**config.mk**
```make
export PLATFORM = sky130hd
export DESIGN_NAME = rdsh_ctrl
export DESIGN_NICKNAME = d
export VERILOG_FILES = /design/src/hw/rdsh_pkg.sv /design/src/hw/rdsh_quality_meas.sv /design/src/hw/rdsh_ctrl.sv
export SDC_FILE = /design/constraint.sdc
export NUM_CORES = 1
export LEC_CHECK = 0
export ABC_CLOCK_PERIOD_IN_PS = 4700
export BUFFER_PORTS_ARGS = -buffer_cell sky130_fd_sc_hd__buf_4
export CAP_MARGIN = 15
export CORE_MARGIN = 8
export CORE_UTILIZATION = 50
export CTS_CLUSTER_SIZE = 12
export DETAILED_ROUTE_END_ITERATION = 8
export PLACE_DENSITY = 0.69
export SYNTH_ARGS = -nofsm -noshare
export SYNTH_HDL_FRONTEND = slang
export SYNTH_HIERARCHICAL = 1
export SYNTH_SLANG_ARGS = --single-unit
```
**constraint.sdc**
```tcl
create_clock -name clk_sys -period 4.7 [get_ports clk_sys]
set_clock_uncertainty 0.05 [all_clocks]
set_input_delay 0.94 -clock clk_sys [delete_from_list [all_inputs] [get_ports clk_sys]]
set_output_delay 0.94 -clock clk_sys [all_outputs]
set_load 0.02 [all_outputs]
```
**src/hw/rdsh_pkg.sv**
```systemverilog
// Shared constants and carrier types of the data handshake and quality control block.
// Assumes a single 200 MHz system clock and plain-port control from the surrounding device.

package rdsh_pkg;

	// ----------------------------------------------------------------
	// Clock and timing
	// ----------------------------------------------------------------
	localparam int CLK_KHZ             = 200000;   // System clock rate in kHz.
	localparam int STROBE_MAX_MS       = 10;       // Longest time the strobe stays low.
	localparam int DATA_HOLD_MS        = 20;       // Least time block data stays unchanged.
	localparam int QUALITY_MAX_US      = 850;      // Longest quality measurement.
	localparam int PAUSE_END_MS        = 5;        // Loud time needed to end a pause.
	localparam int STROBE_MAX_CYC      = STROBE_MAX_MS * CLK_KHZ;          // Longest time, exact.
	localparam int DATA_HOLD_CYC       = DATA_HOLD_MS * CLK_KHZ;           // Least time, exact.
	localparam int QUALITY_MAX_CYC     = (QUALITY_MAX_US * CLK_KHZ) / 1000; // Longest time, rounds down.
	localparam int PAUSE_END_CYC       = PAUSE_END_MS * CLK_KHZ;           // Least time, exact.
	localparam int TIMER_W             = 24;       // Width of every long timer.

	// ----------------------------------------------------------------
	// Control byte field positions and reset values
	// ----------------------------------------------------------------
	localparam int CTRL_CONT_BIT       = 7;        // Continuous measurement select.
	localparam int CTRL_TRIG_BIT       = 6;        // Measurement trigger.
	localparam int CTRL_MODE_HI_BIT    = 1;        // Output mode select, high bit.
	localparam int CTRL_MODE_LO_BIT    = 0;        // Output mode select, low bit.
	localparam logic [7:0] CTRL_RESET  = 8'h00;    // Control byte after reset.
	localparam logic [2:0] OSC_RESET   = 3'h0;     // Oscillator select bits after reset.
	localparam logic [3:0] QUALITY_RESET = 4'h0;   // Quality result after reset.
	localparam logic [15:0] BLOCK_RESET = 16'h0000; // Output block after reset.

	// ----------------------------------------------------------------
	// Output modes
	// ----------------------------------------------------------------
	typedef enum logic [1:0] {
		RDSH_MODE_STANDARD = 2'h0,  // standard_output_mode
		RDSH_MODE_FAST_ID  = 2'h1,  // fast_id_search_mode
		RDSH_MODE_REDUCED  = 2'h2,  // reduced_request_mode
		RDSH_MODE_UNDEF    = 2'h3   // Undefined, treated as standard.
	} rdsh_mode_t;

	// Control fields decoded from the first control byte.
	typedef struct packed {
		logic       quality_continuous_sel;
		logic       quality_trigger_bit;
		rdsh_mode_t out_mode;
	} rdsh_ctrl_t;

	// Events from the block decoder, all one-cycle pulses except synced.
	typedef struct packed {
		logic        synced;          // Decoder is synchronised (level).
		logic        blk_new;         // A newly processed valid block.
		logic        blk_is_a;        // That block carries offset A.
		logic        seq_found;       // Two blocks in correct sequence found.
		logic        flywheel_loss;   // Flywheel overflow, search restarted.
		logic [15:0] blk_data;        // Processed block word.
	} rdsh_dec_t;

	// Events from the serial slave, one-cycle pulses.
	typedef struct packed {
		logic ctrl_write;    // First control byte acknowledged.
		logic osc_write;     // Third control byte acknowledged.
		logic block_read;    // Host finished reading block data.
		logic status_read;   // Host read the decoder status register.
	} rdsh_host_t;

endpackage

```
**src/hw/rdsh_quality_meas.sv**
```systemverilog
// Single-shot quality measurement timer.
// Assumes the noise threshold comparator is already synchronised to clk_sys.

`timescale 1ns/1ps
`default_nettype none

module rdsh_quality_meas #(
	parameter int MAX_CYC = rdsh_pkg::QUALITY_MAX_CYC
) (
	input  wire logic       clk_sys,
	input  wire logic       rst,
	input  wire logic       clk_en,
	input  wire logic       start,
	input  wire logic       thr_hit,
	output logic            busy,
	output logic            done,
	output logic [3:0]      result
);

	// ----------------------------------------------------------------
	// Step size: the measuring window is cut into sixteen slices.
	// ----------------------------------------------------------------
	localparam int STEP_CYC = ((MAX_CYC - 2) / 16 < 1) ? 1 : (MAX_CYC - 2) / 16; // Start and store cycles fit the limit.

	logic [rdsh_pkg::TIMER_W-1:0] step_cnt;       // Cycles within the current slice.
	logic [rdsh_pkg::TIMER_W-1:0] next_step_cnt;
	logic [4:0]                   slice;          // Slices elapsed so far.
	logic [4:0]                   next_slice;
	logic                         next_busy;
	logic                         next_done;
	logic [3:0]                   next_result;

	// Next-state logic. A fast threshold hit means heavy noise, so the result counts down with time.
	always_comb begin
		next_step_cnt = step_cnt;
		next_slice    = slice;
		next_busy     = busy;
		next_done     = 1'b0;
		next_result   = result;
		if (start && !busy) begin
			// A new run restarts from a discharged capacitor.
			next_busy     = 1'b1;
			next_step_cnt = '0;
			next_slice    = 5'h00;
		end else if (busy) begin
			if (thr_hit) begin
				// Threshold reached: store the time equivalent value.
				next_result = 4'hf - slice[3:0];
				next_busy   = 1'b0;
				next_done   = 1'b1;
			end else if (step_cnt == rdsh_pkg::TIMER_W'(STEP_CYC - 1)) begin
				next_step_cnt = '0;
				next_slice    = slice + 5'h01;
				if (slice == 5'h0f) begin
					// Window over without a hit: no noise, end within the limit.
					next_result = 4'h0;
					next_busy   = 1'b0;
					next_done   = 1'b1;
				end
			end else begin
				next_step_cnt = step_cnt + 1'b1;
			end
		end
	end

	// State registers.
	always_ff @(posedge clk_sys or posedge rst) begin
		if (rst) begin
			step_cnt <= '0;
			slice    <= 5'h00;
			busy     <= 1'b0;
			done     <= 1'b0;
			result   <= rdsh_pkg::QUALITY_RESET;
		end else if (clk_en) begin
			step_cnt <= next_step_cnt;
			slice    <= next_slice;
			busy     <= next_busy;
			done     <= next_done;
			result   <= next_result;
		end
	end

endmodule

`default_nettype wire

```
**src/hw/rdsh_ctrl.sv**
```systemverilog
// Top of the data handshake and quality control block.
// Assumes a block decoder and a serial slave on clk_sys that deliver one-cycle event pulses,
// and asynchronous pins for supply drop, slow oscillator, noise threshold and audio level.

`timescale 1ns/1ps
`default_nettype none

module rdsh_ctrl #(
	parameter int STROBE_MAX_CYC  = rdsh_pkg::STROBE_MAX_CYC,
	parameter int DATA_HOLD_CYC   = rdsh_pkg::DATA_HOLD_CYC,
	parameter int QUALITY_MAX_CYC = rdsh_pkg::QUALITY_MAX_CYC,
	parameter int PAUSE_END_CYC   = rdsh_pkg::PAUSE_END_CYC
) (
	input  wire logic                clk_sys,
	input  wire logic                rst,
	input  wire logic                clk_en,
	input  wire logic [7:0]          ctrl_byte,
	input  wire logic [2:0]          osc_sel_in,
	input  wire rdsh_pkg::rdsh_host_t host_ev,
	input  wire rdsh_pkg::rdsh_dec_t  dec_ev,
	input  wire logic                supply_drop_pin,
	input  wire logic                osc_slow_pin,
	input  wire logic                noise_thr_pin,
	input  wire logic                audio_loud_pin,
	output logic                     data_ready_strobe_low,
	output logic [15:0]              block_out,
	output logic                     overflow_flag,
	output logic                     reset_seen_flag,
	output logic                     quality_trigger_bit,
	output logic                     quality_continuous_sel,
	output logic [1:0]               out_mode,
	output logic [3:0]               quality_result_field,
	output logic                     pause_detect_out_low,
	output logic [2:0]               osc_sel,
	output logic                     iface_init
);

	// ----------------------------------------------------------------
	// Pin synchronisers
	// ----------------------------------------------------------------
	localparam int NPIN = 4;
	localparam logic [NPIN-1:0] PIN_IDLE = 4'h8; // Audio starts loud, so reset shows no false pause.
	logic [NPIN-1:0] pin_raw;   // Raw asynchronous pins.
	logic [NPIN-1:0] pin_s1;    // First stage, read only by the second.
	logic [NPIN-1:0] pin_s2;    // Second stage.
	logic [NPIN-1:0] pin_s3;    // Third stage.
	logic [NPIN-1:0] pin_val;   // Accepted level once stages two and three agree.
	logic [NPIN-1:0] next_pin_val;

	assign pin_raw = {audio_loud_pin, noise_thr_pin, osc_slow_pin, supply_drop_pin};

	// Three stage flops and a level flop per pin; a level counts once stages two and three agree, filtering one-cycle glitches.
	genvar gi;
	generate
		for (gi = 0; gi < NPIN; gi++) begin : g_sync
			always_comb begin
				next_pin_val[gi] = (pin_s2[gi] == pin_s3[gi]) ? pin_s3[gi] : pin_val[gi];
			end
			always_ff @(posedge clk_sys or posedge rst) begin
				if (rst) begin
					pin_s1[gi]  <= PIN_IDLE[gi];
					pin_s2[gi]  <= PIN_IDLE[gi];
					pin_s3[gi]  <= PIN_IDLE[gi];
					pin_val[gi] <= PIN_IDLE[gi];
				end else if (clk_en) begin
					pin_s1[gi]  <= pin_raw[gi];
					pin_s2[gi]  <= pin_s1[gi];
					pin_s3[gi]  <= pin_s2[gi];
					pin_val[gi] <= next_pin_val[gi];
				end
			end
		end
	endgenerate

	logic supply_drop;   // Synchronised supply drop.
	logic osc_slow;      // Synchronised oscillator-below-400 Hz detect.
	logic noise_thr;     // Synchronised noise threshold.
	logic audio_loud;    // Synchronised audio-above-threshold.
	assign supply_drop = pin_val[0];
	assign osc_slow    = pin_val[1];
	assign noise_thr   = pin_val[2];
	assign audio_loud  = pin_val[3];

	// ----------------------------------------------------------------
	// Internal reset and configuration
	// ----------------------------------------------------------------
	logic soft_rst;            // Internal reset from supply drop or slow oscillator.
	logic rst_pending;         // A reset still has to be announced by a strobe.
	logic next_rst_pending;
	logic next_reset_seen;
	logic next_iface_init;
	logic [2:0] next_osc_sel;
	rdsh_pkg::rdsh_ctrl_t ctrl;   // Decoded stored control fields.
	rdsh_pkg::rdsh_ctrl_t next_ctrl;
	logic q_start;             // Start a quality run this cycle.
	logic strobe_fire;         // Strobe goes low this cycle.
	localparam logic [3:0] CTRL_INIT = {rdsh_pkg::CTRL_RESET[rdsh_pkg::CTRL_CONT_BIT:rdsh_pkg::CTRL_TRIG_BIT],
		rdsh_pkg::CTRL_RESET[rdsh_pkg::CTRL_MODE_HI_BIT:rdsh_pkg::CTRL_MODE_LO_BIT]};

	assign soft_rst = supply_drop | osc_slow;

	// Reset bookkeeping and control byte capture. The reset flag set wins over a status read.
	always_comb begin
		next_rst_pending = rst_pending;
		next_reset_seen  = reset_seen_flag;
		next_iface_init  = soft_rst; // Holds the interface registers in init and the data line released.
		next_osc_sel     = osc_sel;
		next_ctrl        = ctrl;
		if (host_ev.status_read) begin
			next_reset_seen = 1'b0;
		end
		if (soft_rst) begin
			// Interface registers and oscillator bits go back to defaults; host must reprogram.
			next_reset_seen  = 1'b1;
			next_rst_pending = 1'b1;
			next_osc_sel     = rdsh_pkg::OSC_RESET;
			next_ctrl        = rdsh_pkg::rdsh_ctrl_t'(CTRL_INIT);
		end else begin
			if (host_ev.osc_write) begin
				next_osc_sel = osc_sel_in;
			end
			if (host_ev.ctrl_write) begin
				// Taken in any cycle outside an internal reset. Bit 7 continuous, bit 6 trigger, bits 1..0 mode.
				next_ctrl.quality_continuous_sel = ctrl_byte[rdsh_pkg::CTRL_CONT_BIT];
				next_ctrl.quality_trigger_bit    = ctrl_byte[rdsh_pkg::CTRL_TRIG_BIT];
				next_ctrl.out_mode = rdsh_pkg::rdsh_mode_t'({ctrl_byte[rdsh_pkg::CTRL_MODE_HI_BIT],
					ctrl_byte[rdsh_pkg::CTRL_MODE_LO_BIT]});
			end
			if (q_start) begin
				next_ctrl.quality_trigger_bit = 1'b0; // Trigger reads back clear while running.
			end
			if (strobe_fire && rst_pending) begin
				next_rst_pending = 1'b0;
			end
		end
	end

	// ----------------------------------------------------------------
	// Quality measurement control
	// ----------------------------------------------------------------
	logic       q_busy;      // Measurement running.
	logic       q_done;      // Measurement finished, one cycle.
	logic [3:0] q_value;     // Result of the last finished run.
	logic       q_cont;      // Continuous runs armed.
	logic       next_q_cont;
	logic       q_req;       // A single run is requested but not yet begun.
	logic       next_q_req;
	logic [3:0] next_quality;

	// Start on a single trigger at once, or restart after each run in continuous mode.
	always_comb begin
		next_q_req   = q_req;
		next_q_cont  = q_cont;
		next_quality = quality_result_field;
		if (host_ev.ctrl_write && !soft_rst) begin
			// Single shot with 0/1; continuous with 1/1; stop with 0/0 lets the run finish.
			next_q_req  = ctrl_byte[rdsh_pkg::CTRL_TRIG_BIT];
			next_q_cont = ctrl_byte[rdsh_pkg::CTRL_CONT_BIT] & ctrl_byte[rdsh_pkg::CTRL_TRIG_BIT];
		end
		if (q_start) begin
			next_q_req = 1'b0;
		end
		if (q_done) begin
			next_quality = q_value; // Latest finished value overwrites the stored one.
		end
		if (soft_rst) begin
			next_q_req   = 1'b0;
			next_q_cont  = 1'b0;
			next_quality = rdsh_pkg::QUALITY_RESET;
		end
	end

	// A run already in progress blocks a new start, so a stop never cuts it short.
	assign q_start = !q_busy && !soft_rst && (q_req || (q_cont && q_done));

	rdsh_quality_meas #(
		.MAX_CYC (QUALITY_MAX_CYC)
	) u_quality (
		.clk_sys (clk_sys),
		.rst     (rst),
		.clk_en  (clk_en),
		.start   (q_start),
		.thr_hit (noise_thr),
		.busy    (q_busy),
		.done    (q_done),
		.result  (q_value)
	);

	// ----------------------------------------------------------------
	// Data ready strobe and block output
	// ----------------------------------------------------------------
	typedef enum logic [1:0] {
		RDSH_STB_IDLE = 2'b01,   // Strobe high.
		RDSH_STB_LOW  = 2'b10    // Strobe low, timer running.
	} rdsh_stb_t;

	rdsh_stb_t                    stb_state;
	rdsh_stb_t                    next_stb_state;
	logic [rdsh_pkg::TIMER_W-1:0] stb_cnt;       // Time since strobe went low.
	logic [rdsh_pkg::TIMER_W-1:0] next_stb_cnt;
	logic [rdsh_pkg::TIMER_W-1:0] hold_cnt;      // Remaining data hold time.
	logic [rdsh_pkg::TIMER_W-1:0] next_hold_cnt;
	logic                         pair_odd;      // One block of a reduced-mode pair seen.
	logic                         next_pair_odd;
	logic                         read_pending;  // Posted data not yet read by the host.
	logic                         next_read_pending;
	logic                         next_overflow;
	logic [15:0]                  next_block;
	logic                         blk_event;     // A block that would post new data.
	logic                         blk_take;      // Block data is captured this cycle.

	// Which decoder events post data, per output mode and synchronisation state.
	always_comb begin
		blk_event = 1'b0;
		if (dec_ev.seq_found) begin
			blk_event = 1'b1;
		end else if (!dec_ev.synced) begin
			blk_event = dec_ev.blk_new && dec_ev.blk_is_a && (ctrl.out_mode == rdsh_pkg::RDSH_MODE_FAST_ID);
		end else if (ctrl.out_mode == rdsh_pkg::RDSH_MODE_REDUCED) begin
			blk_event = dec_ev.blk_new && pair_odd;
		end else begin
			blk_event = dec_ev.blk_new;
		end
	end

	// New data is dropped while the strobe is low, the data hold runs, or overflow stands.
	assign blk_take    = blk_event && (stb_state == RDSH_STB_IDLE) && !overflow_flag && (hold_cnt == '0);
	assign strobe_fire = (stb_state == RDSH_STB_IDLE) && !soft_rst &&
		(blk_take || dec_ev.flywheel_loss || rst_pending);

	// Strobe timing, hold timer, pairing and overflow. Overflow set wins over the status read clear.
	always_comb begin
		next_stb_state    = stb_state;
		next_stb_cnt      = stb_cnt;
		next_hold_cnt     = (hold_cnt != '0) ? hold_cnt - 1'b1 : hold_cnt;
		next_pair_odd     = pair_odd;
		next_read_pending = read_pending;
		next_overflow     = overflow_flag;
		next_block        = block_out;
		if (dec_ev.blk_new && dec_ev.synced) begin
			next_pair_odd = !pair_odd;
		end
		if (!dec_ev.synced) begin
			next_pair_odd = 1'b0;
		end
		if (host_ev.block_read) begin
			next_read_pending = 1'b0;
		end
		if (host_ev.status_read) begin
			next_overflow = 1'b0;
		end
		if (dec_ev.synced && dec_ev.blk_new && read_pending) begin
			next_overflow = 1'b1; // Block came before the last one was read.
		end
		case (stb_state)
			RDSH_STB_IDLE: begin
				if (strobe_fire) begin
					next_stb_state = RDSH_STB_LOW;
					next_stb_cnt   = '0;
				end
			end
			RDSH_STB_LOW: begin
				// Release after the longest low time or once the host has read the data.
				if (host_ev.block_read || stb_cnt == rdsh_pkg::TIMER_W'(STROBE_MAX_CYC - 1)) begin
					next_stb_state = RDSH_STB_IDLE;
				end else begin
					next_stb_cnt = stb_cnt + 1'b1;
				end
			end
			default: begin
				next_stb_state = RDSH_STB_IDLE;
			end
		endcase
		if (blk_take && strobe_fire) begin
			next_block        = dec_ev.blk_data;
			next_read_pending = 1'b1;
			next_hold_cnt     = rdsh_pkg::TIMER_W'(DATA_HOLD_CYC);
		end
		if (soft_rst) begin
			next_stb_state    = RDSH_STB_IDLE;
			next_read_pending = 1'b0;
			next_overflow     = 1'b0;
			next_pair_odd     = 1'b0;
			next_hold_cnt     = '0;
			next_block        = rdsh_pkg::BLOCK_RESET;
		end
	end

	// ----------------------------------------------------------------
	// Pause output
	// ----------------------------------------------------------------
	logic [rdsh_pkg::TIMER_W-1:0] loud_cnt;      // Consecutive loud cycles during a pause.
	logic [rdsh_pkg::TIMER_W-1:0] next_loud_cnt;
	logic                         next_pause_low;

	// A pause starts on a quiet level; it ends only after a full loud stretch, so clicks do not end it.
	always_comb begin
		next_pause_low = pause_detect_out_low;
		next_loud_cnt  = '0;
		if (!audio_loud) begin
			next_pause_low = 1'b0;
		end else if (!pause_detect_out_low) begin
			if (loud_cnt == rdsh_pkg::TIMER_W'(PAUSE_END_CYC - 1)) begin
				next_pause_low = 1'b1;
			end else begin
				next_loud_cnt = loud_cnt + 1'b1;
			end
		end
	end

	// ----------------------------------------------------------------
	// State registers
	// ----------------------------------------------------------------
	// Power-up reset marks the reset flag and queues the reset strobe.
	always_ff @(posedge clk_sys or posedge rst) begin
		if (rst) begin
			rst_pending           <= 1'b1;
			reset_seen_flag       <= 1'b1;
			iface_init            <= 1'b1;
			osc_sel               <= rdsh_pkg::OSC_RESET;
			ctrl                  <= rdsh_pkg::rdsh_ctrl_t'(CTRL_INIT);
			q_req                 <= 1'b0;
			q_cont                <= 1'b0;
			quality_result_field  <= rdsh_pkg::QUALITY_RESET;
			stb_state             <= RDSH_STB_IDLE;
			stb_cnt               <= '0;
			hold_cnt              <= '0;
			pair_odd              <= 1'b0;
			read_pending          <= 1'b0;
			overflow_flag         <= 1'b0;
			block_out             <= rdsh_pkg::BLOCK_RESET;
			data_ready_strobe_low <= 1'b1;
			loud_cnt              <= '0;
			pause_detect_out_low  <= 1'b1;
		end else if (clk_en) begin
			rst_pending           <= next_rst_pending;
			reset_seen_flag       <= next_reset_seen;
			iface_init            <= next_iface_init;
			osc_sel               <= next_osc_sel;
			ctrl                  <= next_ctrl;
			q_req                 <= next_q_req;
			q_cont                <= next_q_cont;
			quality_result_field  <= next_quality;
			stb_state             <= next_stb_state;
			stb_cnt               <= next_stb_cnt;
			hold_cnt              <= next_hold_cnt;
			pair_odd              <= next_pair_odd;
			read_pending          <= next_read_pending;
			overflow_flag         <= next_overflow;
			block_out             <= next_block;
			data_ready_strobe_low <= (next_stb_state != RDSH_STB_LOW);
			loud_cnt              <= next_loud_cnt;
			pause_detect_out_low  <= next_pause_low;
		end
	end

	// Mirrors of stored control fields; continuous select is a flop copy of the control byte.
	always_comb begin
		quality_trigger_bit    = ctrl.quality_trigger_bit;
		quality_continuous_sel = ctrl.quality_continuous_sel;
		out_mode               = ctrl.out_mode;
	end

endmodule

`default_nettype wire

```
**Word-level counts from Yosys, hierarchy flattened**

Index checks and enable logic that the tools add are counted.

- Input port bits: 43
- Bits in registers: 162
- Logic and storage cells: 198
- Output and inout port bits: 32

- Mux-type cells: 66
- Add/subtract/negate cells: 6
- Bitwise gates (word level): 3
- Eq/ne operators: 17
- Reduce and logical (&&, ||, !) cells: 65

Operator list:

| operator | count |
|---|---|
| two-way mux 24 bit | 12 |
| adder 24 x 1 -> 24 bit, second input constant | 3 |
| case mux 24 bit (2 select lines) | 1 |
| two-way mux 1 bit | 34 |
| AND reduction 2 bit | 17 |
| two-way mux 16 bit | 2 |
| two-way mux 4 bit | 7 |
| == test 24 x 14 -> 1 bit, second input constant | 1 |
| == test 24 x 20 -> 1 bit, second input constant | 1 |
| == test 24 x 21 -> 1 bit, second input constant | 1 |
| zero test 24 bit | 1 |
| nonzero test 2 bit | 12 |
| nonzero test 24 bit | 1 |
| subtractor 24 x 1 -> 24 bit, second input constant | 1 |
| two-way mux 5 bit | 4 |
| logical AND 1 bit | 17 |
| nonzero test 3 bit | 5 |
| AND reduction 4 bit | 2 |
| two-way mux 2 bit | 3 |
| two-way mux 3 bit | 2 |
| inequality test 2 bit, second input constant | 3 |
| adder 5 x 1 -> 5 bit, second input constant | 1 |
| == test 5 x 4 -> 1 bit, second input constant | 1 |
| AND reduction 5 bit | 1 |
| 13 further kinds | 24 |

**Longest topological paths before layout**

- Depth after elaboration: 14
- Gate-level depth with buffers: 10
- Mapped depth without buffers: 8

**Cells and area by module**

Netlist, hierarchy kept.

By module, submodules not included:

| module | area an instance (µm²) | sequential area each (µm²) | instances | cells an instance |
|---|---|---|---|---|
| rdsh_ctrl | 6,485.0 | 3,190.6 | 1 | 663 |
| rdsh_quality_meas | 1,893.1 | 875.8 | 1 | 205 |

**Worst setup path after synthesis**

OpenSTA, ideal clock, no wires.

- Path type: input port to flip-flop
- Start point: in host_ev[1] (netlist name)
- End point: reg stb_cnt[20] (netlist name)
- Setup slack: 2,312 ps
- Library setup time: 129 ps
- Data arrival time: 2,209 ps
- Buffers on the path: 0
- Stages on the path: 6
- Data required time: 4,521 ps
- Cell sequence: nand2b_1 a211o_1 nor3_1 a41oi_1 o21ai_0 o41ai_1

- Longest elaborated chain between the ends: 3

Ends and longest elaborated chain:

| element | line | RTL |
|---|---|---|
| start: declaration | rdsh_ctrl.sv:19 | `input wire rdsh_pkg::rdsh_host_t host_ev,` |
| logical OR 1 bit | rdsh_ctrl.sv:264 | `if (host_ev.block_read \|\| stb_cnt == rdsh_pkg::TIMER_W'(STROBE_MAX_CYC - 1)) begin` |
| inequality test 2 bit (no source line) | - |  |
| AND reduction 4 bit (no source line) | - |  |
| end signal: assignment | rdsh_ctrl.sv:345 | `stb_cnt <= next_stb_cnt;` |
| end: declaration | rdsh_ctrl.sv:199 | `logic [rdsh_pkg::TIMER_W-1:0] stb_cnt;` |

No other way between the ends.
A chain may end at the register's enable or synchronous reset.

**Final worst setup path**

- Start point: reg pin_val[1] (netlist: osc_slow)
- End point: reg u_quality/step_cnt[9] (netlist name)

- Longest elaborated chain between the ends: 7
- Elaborated cells on any way between the ends: 9
- Classes of those cells: eq/ne: 1; mux: 1; bitwise: 1; reduce/logical: 6

Ends and longest elaborated chain:

| element | line | RTL |
|---|---|---|
| start: declaration | rdsh_ctrl.sv:47 | `logic [NPIN-1:0] pin_val;` |
| start signal: indexed assignment | rdsh_ctrl.sv:64 | `pin_val[gi] <= PIN_IDLE[gi];` |
| start signal: indexed assignment | rdsh_ctrl.sv:69 | `pin_val[gi] <= next_pin_val[gi];` |
| OR 1 bit * | rdsh_ctrl.sv:100 | `assign soft_rst = supply_drop \| osc_slow;` |
| zero test 1 bit * | rdsh_ctrl.sv:174 | `assign q_start = !q_busy && !soft_rst && (q_req \|\| (q_cont && q_done));` |
| logical AND 1 bit * (2 in a row) | rdsh_ctrl.sv:174 |  |
| via q_start | rdsh_ctrl.sv:95 | `logic q_start;` |
| logical AND 1 bit * | rdsh_quality_meas.sv:40 | `if (start && !busy) begin` |
| inequality test 2 x 1 -> 1 bit (no source line) or nonzero test 2 bit (tied branches) | - |  |
| AND reduction 3 bit (no source line) | - |  |
| end signal: assignment | rdsh_quality_meas.sv:75 | `step_cnt <= next_step_cnt;` |
| end: declaration | rdsh_quality_meas.sv:25 | `logic [rdsh_pkg::TIMER_W-1:0] step_cnt;` |

The timed path passes the listed nets; every way through them passes the cells marked *.

==> impl_results.md <==
- Status: finished, final reports clean
- Clock buffer depth: 2
- Total clock buffers created by CTS: 17
- Worst Path Class, Setup: register to register
- Last weighted congestion value of the routability-driven placer: 0.810
- Per-instance average area after synthesis: 9.65 um2
- Cell internal pwr: 3.09 mW
- Dominant register cell in the synthesized netlist: dfrtp_1
- Classification of the worst-slack hold path: register to register
- Standard-cell rows: 47
- Share of the clock period used by the worst path after layout: 66.4%
- Buffers on Ports: 70
- Antenna Diode Count: 0
- Arr. time, crit path: 3.38 ns
- First drt pass iteration count: 5
- Ratio of cells with drive above 1 in the final layout: 16.5%
- Power per cell area: 490 nW/um2
- DR WL/cell: 17.0 um
- Post-synthesis async set-or-reset flop share: 100%
- Ordered list of cells on the worst path: or2_2 -> nor3_1 -> nor2b_1 -> a21oi_1 -> buf_4 -> and3_1 -> or3_1
- Count of distinct cell types in the synthesized netlist: 75
- Number of nets in the layout: 972
- Per-cell via count in the routed design: 6.05
- Final Total Pwr: 4.74 mW
- Die footprint: 21,200 um2
- Clock power share: 31.1%
- Number of flip-flops and latches in the synthesized netlist: 162
- Met3 wire length: 1140 um
- Wire length of the first global-routing pass: 33,000 um
- Minimum hold slack: 0.428 ns
- Vias in the first global route: 6,746
- GRT Residual Overflow: 0
- Critical path data required time: 4.96 ns
- Die Y-Extent: 145 um
- Cell family contributing the most delay on the critical path: simple AND/OR/NAND/NOR gates
- Mapped Cells: 868
- Largest area contributor in the netlist: dfrtp_1
- Final worst path period need: 3.12 ns
- Syn nets: 920
- Fraction of the yosys area taken by sequential cells: 48.5%
- Critical path's largest stage delay: 0.55 ns
- Remaining max-slew budget at the tightest pin: 26.6%
- Number of enable-type register cells in the synthesized netlist: 0
- Vias: 6,980
- Power dissipated by switching net loads: 1.65 mW
- Yosys warns: 6
- Met2 wirelength from detailed routing: 9030 um
- Share of power burned in registers: 38.6%
- Library cell used as clock root buffer: clkbuf_16
- Highest net fanout along the worst path: 20
- Finished layout cell area: 9680 um2
- Deepest level of the CTS H-tree: 4
- Peak supply drop: 0.316 mV
- Highest metal used: met4
- Share of the synthesized area in the top cell type: 45.4%
- Max-capacitance violation count: 0
- Clock slew seen by the registers of the worst setup and hold paths: 0.06 ns
- Top cell types by occurrence after synthesis: dfrtp_1, nand2_1, o21ai_0
- Combinational share of power: 30.4%
- CTS sink cnt: 162
- RSZ-0062 raised after global routing: false
- Hold violation total from the final report: 0
- Kind of end point of the critical path: register
- Final-report setup violation count: 0
- Area of the placeable core: 16,500 um2
- Number of buffers added for setup after CTS: 0
- Metal-1 WL: 9080 um
- Number of design-rule violations left by the first detailed-router iteration: 646
- Pin count of the biggest net entering global routing: 77
- I/O pin cnt: 75
- Switch share: 34.8%
- CTS tree: done
- Worst path buffer plus inverter count: 1
- Overall fraction of global-route tracks in use: 18.7%
- # resized after CTS: 0
- Worst-skew pair later-pin latency: 0.43 ns
- Max-slew violations: 0
- Accumulated negative setup slack: 0 ns
- Max frequency: 320 MHz
- Final routed DRC violation total: 0
- Post-layout utilization of the core: 58.8%
- Synthesis-to-layout area growth: 15.5%
- Leakage power summed over all cells: 4.29 nW
- Hold bufs inserted after CTS: 0
- Antenna Nets Post-Route: 0
- CP max-delay cell: nor3_1
- Top-count cell post-synth: dfrtp_1
- Starting density of the core: 50.9%
- Slew of the pin with the lowest slew margin: 1.10 ns
- Leading cell types by total area after synthesis: dfrtp_1, o21ai_0, a31oi_1
- Total Routed Length: 19,600 um
- Summed instance area of the synthesized netlist: 8380 um2
- Die Width: 145 um
- Initial antenna violation count: 0
- Worst Setup Start Kind: register
- Area after DPL: 9040 um2
- Total half-perimeter wirelength after legalization and detailed placement: 13,000 um
## state kept, by name (all words and copies together), names as in the netlist, 2 cells and up
| signal | count |
|---|---|
| hold_cnt | 24 |
| loud_cnt | 24 |
| stb_cnt | 24 |
| u_quality/step_cnt | 24 |
| block_out | 16 |
| u_quality/slice | 5 |
| pin_s1 | 4 |
| pin_s2 | 4 |
| pin_s3 | 4 |
| quality_result_field | 4 |
| u_quality/result | 4 |
| osc_sel | 3 |
| out_mode | 2 |
| stb_state | 2 |
## placed cells by master (no fill, tap or decap), types with 5 or more instances in the layout
| master | instances |
|---|---|
| nor4_4 | 5 |
| and3_1 | 20 |
| or3_1 | 10 |
| nand2b_1 | 14 |
| xor2_1 | 5 |
| and2_1 | 9 |
| nor3_1 | 15 |
| a21oi_1 | 48 |
| and4_1 | 8 |
| nand3_1 | 34 |
| buf_4 | 76 |
| dfstp_2 | 10 |
| mux2_2 | 9 |
| o31ai_1 | 17 |
| nor4_1 | 16 |
| o21ai_0 | 75 |
| ha_1 | 9 |
| o41ai_1 | 6 |
| clkbuf_16 | 17 |
| o21ai_1 | 11 |
| xnor2_1 | 10 |
| nand2_1 | 77 |
| a22o_1 | 29 |
| o22a_1 | 5 |
| inv_1 | 23 |
| dfrtp_1 | 152 |
| a41oi_1 | 11 |
| nor2_1 | 54 |
| a31oi_1 | 54 |
| nand4_1 | 20 |
## cell families (layout without fill, tap and decap cells)
| family | count (synthesis) | after routing | synth area share (%) |
|---|---|---|---|
| simple gates | 314 | 314 | 21.2 |
| compound gates | 289 | 289 | 22.5 |
| mux | 10 | 10 | 1.33 |
| buf+inv | 69 | 134 | 3.58 |
| fa+ha+maj | 9 | 9 | 1.34 |
| xor+xnor | 15 | 15 | 1.57 |
| flops | 162 | 162 | 48.5 |
## power by group through the flow
| stage | registers [mW] | logic, mW | clock network [mW] |
|---|---|---|---|
| finish | 1.83 | 1.44 | 1.47 |
| global route | 1.86 | 1.62 | 1.55 |
| CTS | 1.83 | 1.44 | 1.50 |
| detailed placement | 1.85 | 1.44 | 0 |
| global placement | 1.84 | 1.42 | 0 |
| floorplan | 1.82 | 1.12 | 0 |
## layout make-up
class | count | area, um2
fillers | 1461 | 6790
flip-flops and latches | 162 | 4070
multi-input cells | 637 | 4010
repair buffers | 78 | 606
clock buffers | 19 | 443
well taps | 220 | 275
clock inverters | 13 | 185
inverters | 24 | 92.6
## worst reg2reg max path: stages, from the launching register on
cell and delay, ns:
dfrtp_1 0.41, or2_2 0.50, nor3_1 0.56, nor2b_1 0.52
a21oi_1 0.20, buf_4 0.26, and3_1 0.18, or3_1 0.33
## per-layer routing
layer	global-route usage [%]	vias up
met1	24.0	3363
met2	29.6	195
met5	0	-
met3	5.13	22
li1	-	3400
met4	7.08	0
## final timing paths
kind | from | end | slack, ns | cells after the start
setup / recovery | osc_slow$_DFFE_PP0P_ | u_quality/step_cnt[9]$_DFFE_PP0P_ | 1.58 | 7
hold / removal | read_pending$_DFFE_PP0P_ | read_pending$_DFFE_PP0P_ | 0.43 | 1
setup reg to reg | osc_slow$_DFFE_PP0P_ | u_quality/step_cnt[9]$_DFFE_PP0P_ | 1.58 | 7
hold reg to reg | read_pending$_DFFE_PP0P_ | read_pending$_DFFE_PP0P_ | 0.43 | 1
max in group asynchronous | rst | hold_cnt[6]$_DFFE_PP0P_ | 3.20 | 3
min in group asynchronous | rst | osc_sel[0]$_DFFE_PP0P_ | 0.55 | 2
## metrics by stage
stage,cells,worst slack [ns]
floorplan,868,0.342
detailed placement,1120,1.56
global placement,1120,1.58
finish,1153,1.58
CTS,1152,1.61
global route,1153,1.47
No activity file was read; power rests on OpenSTA's default activity.
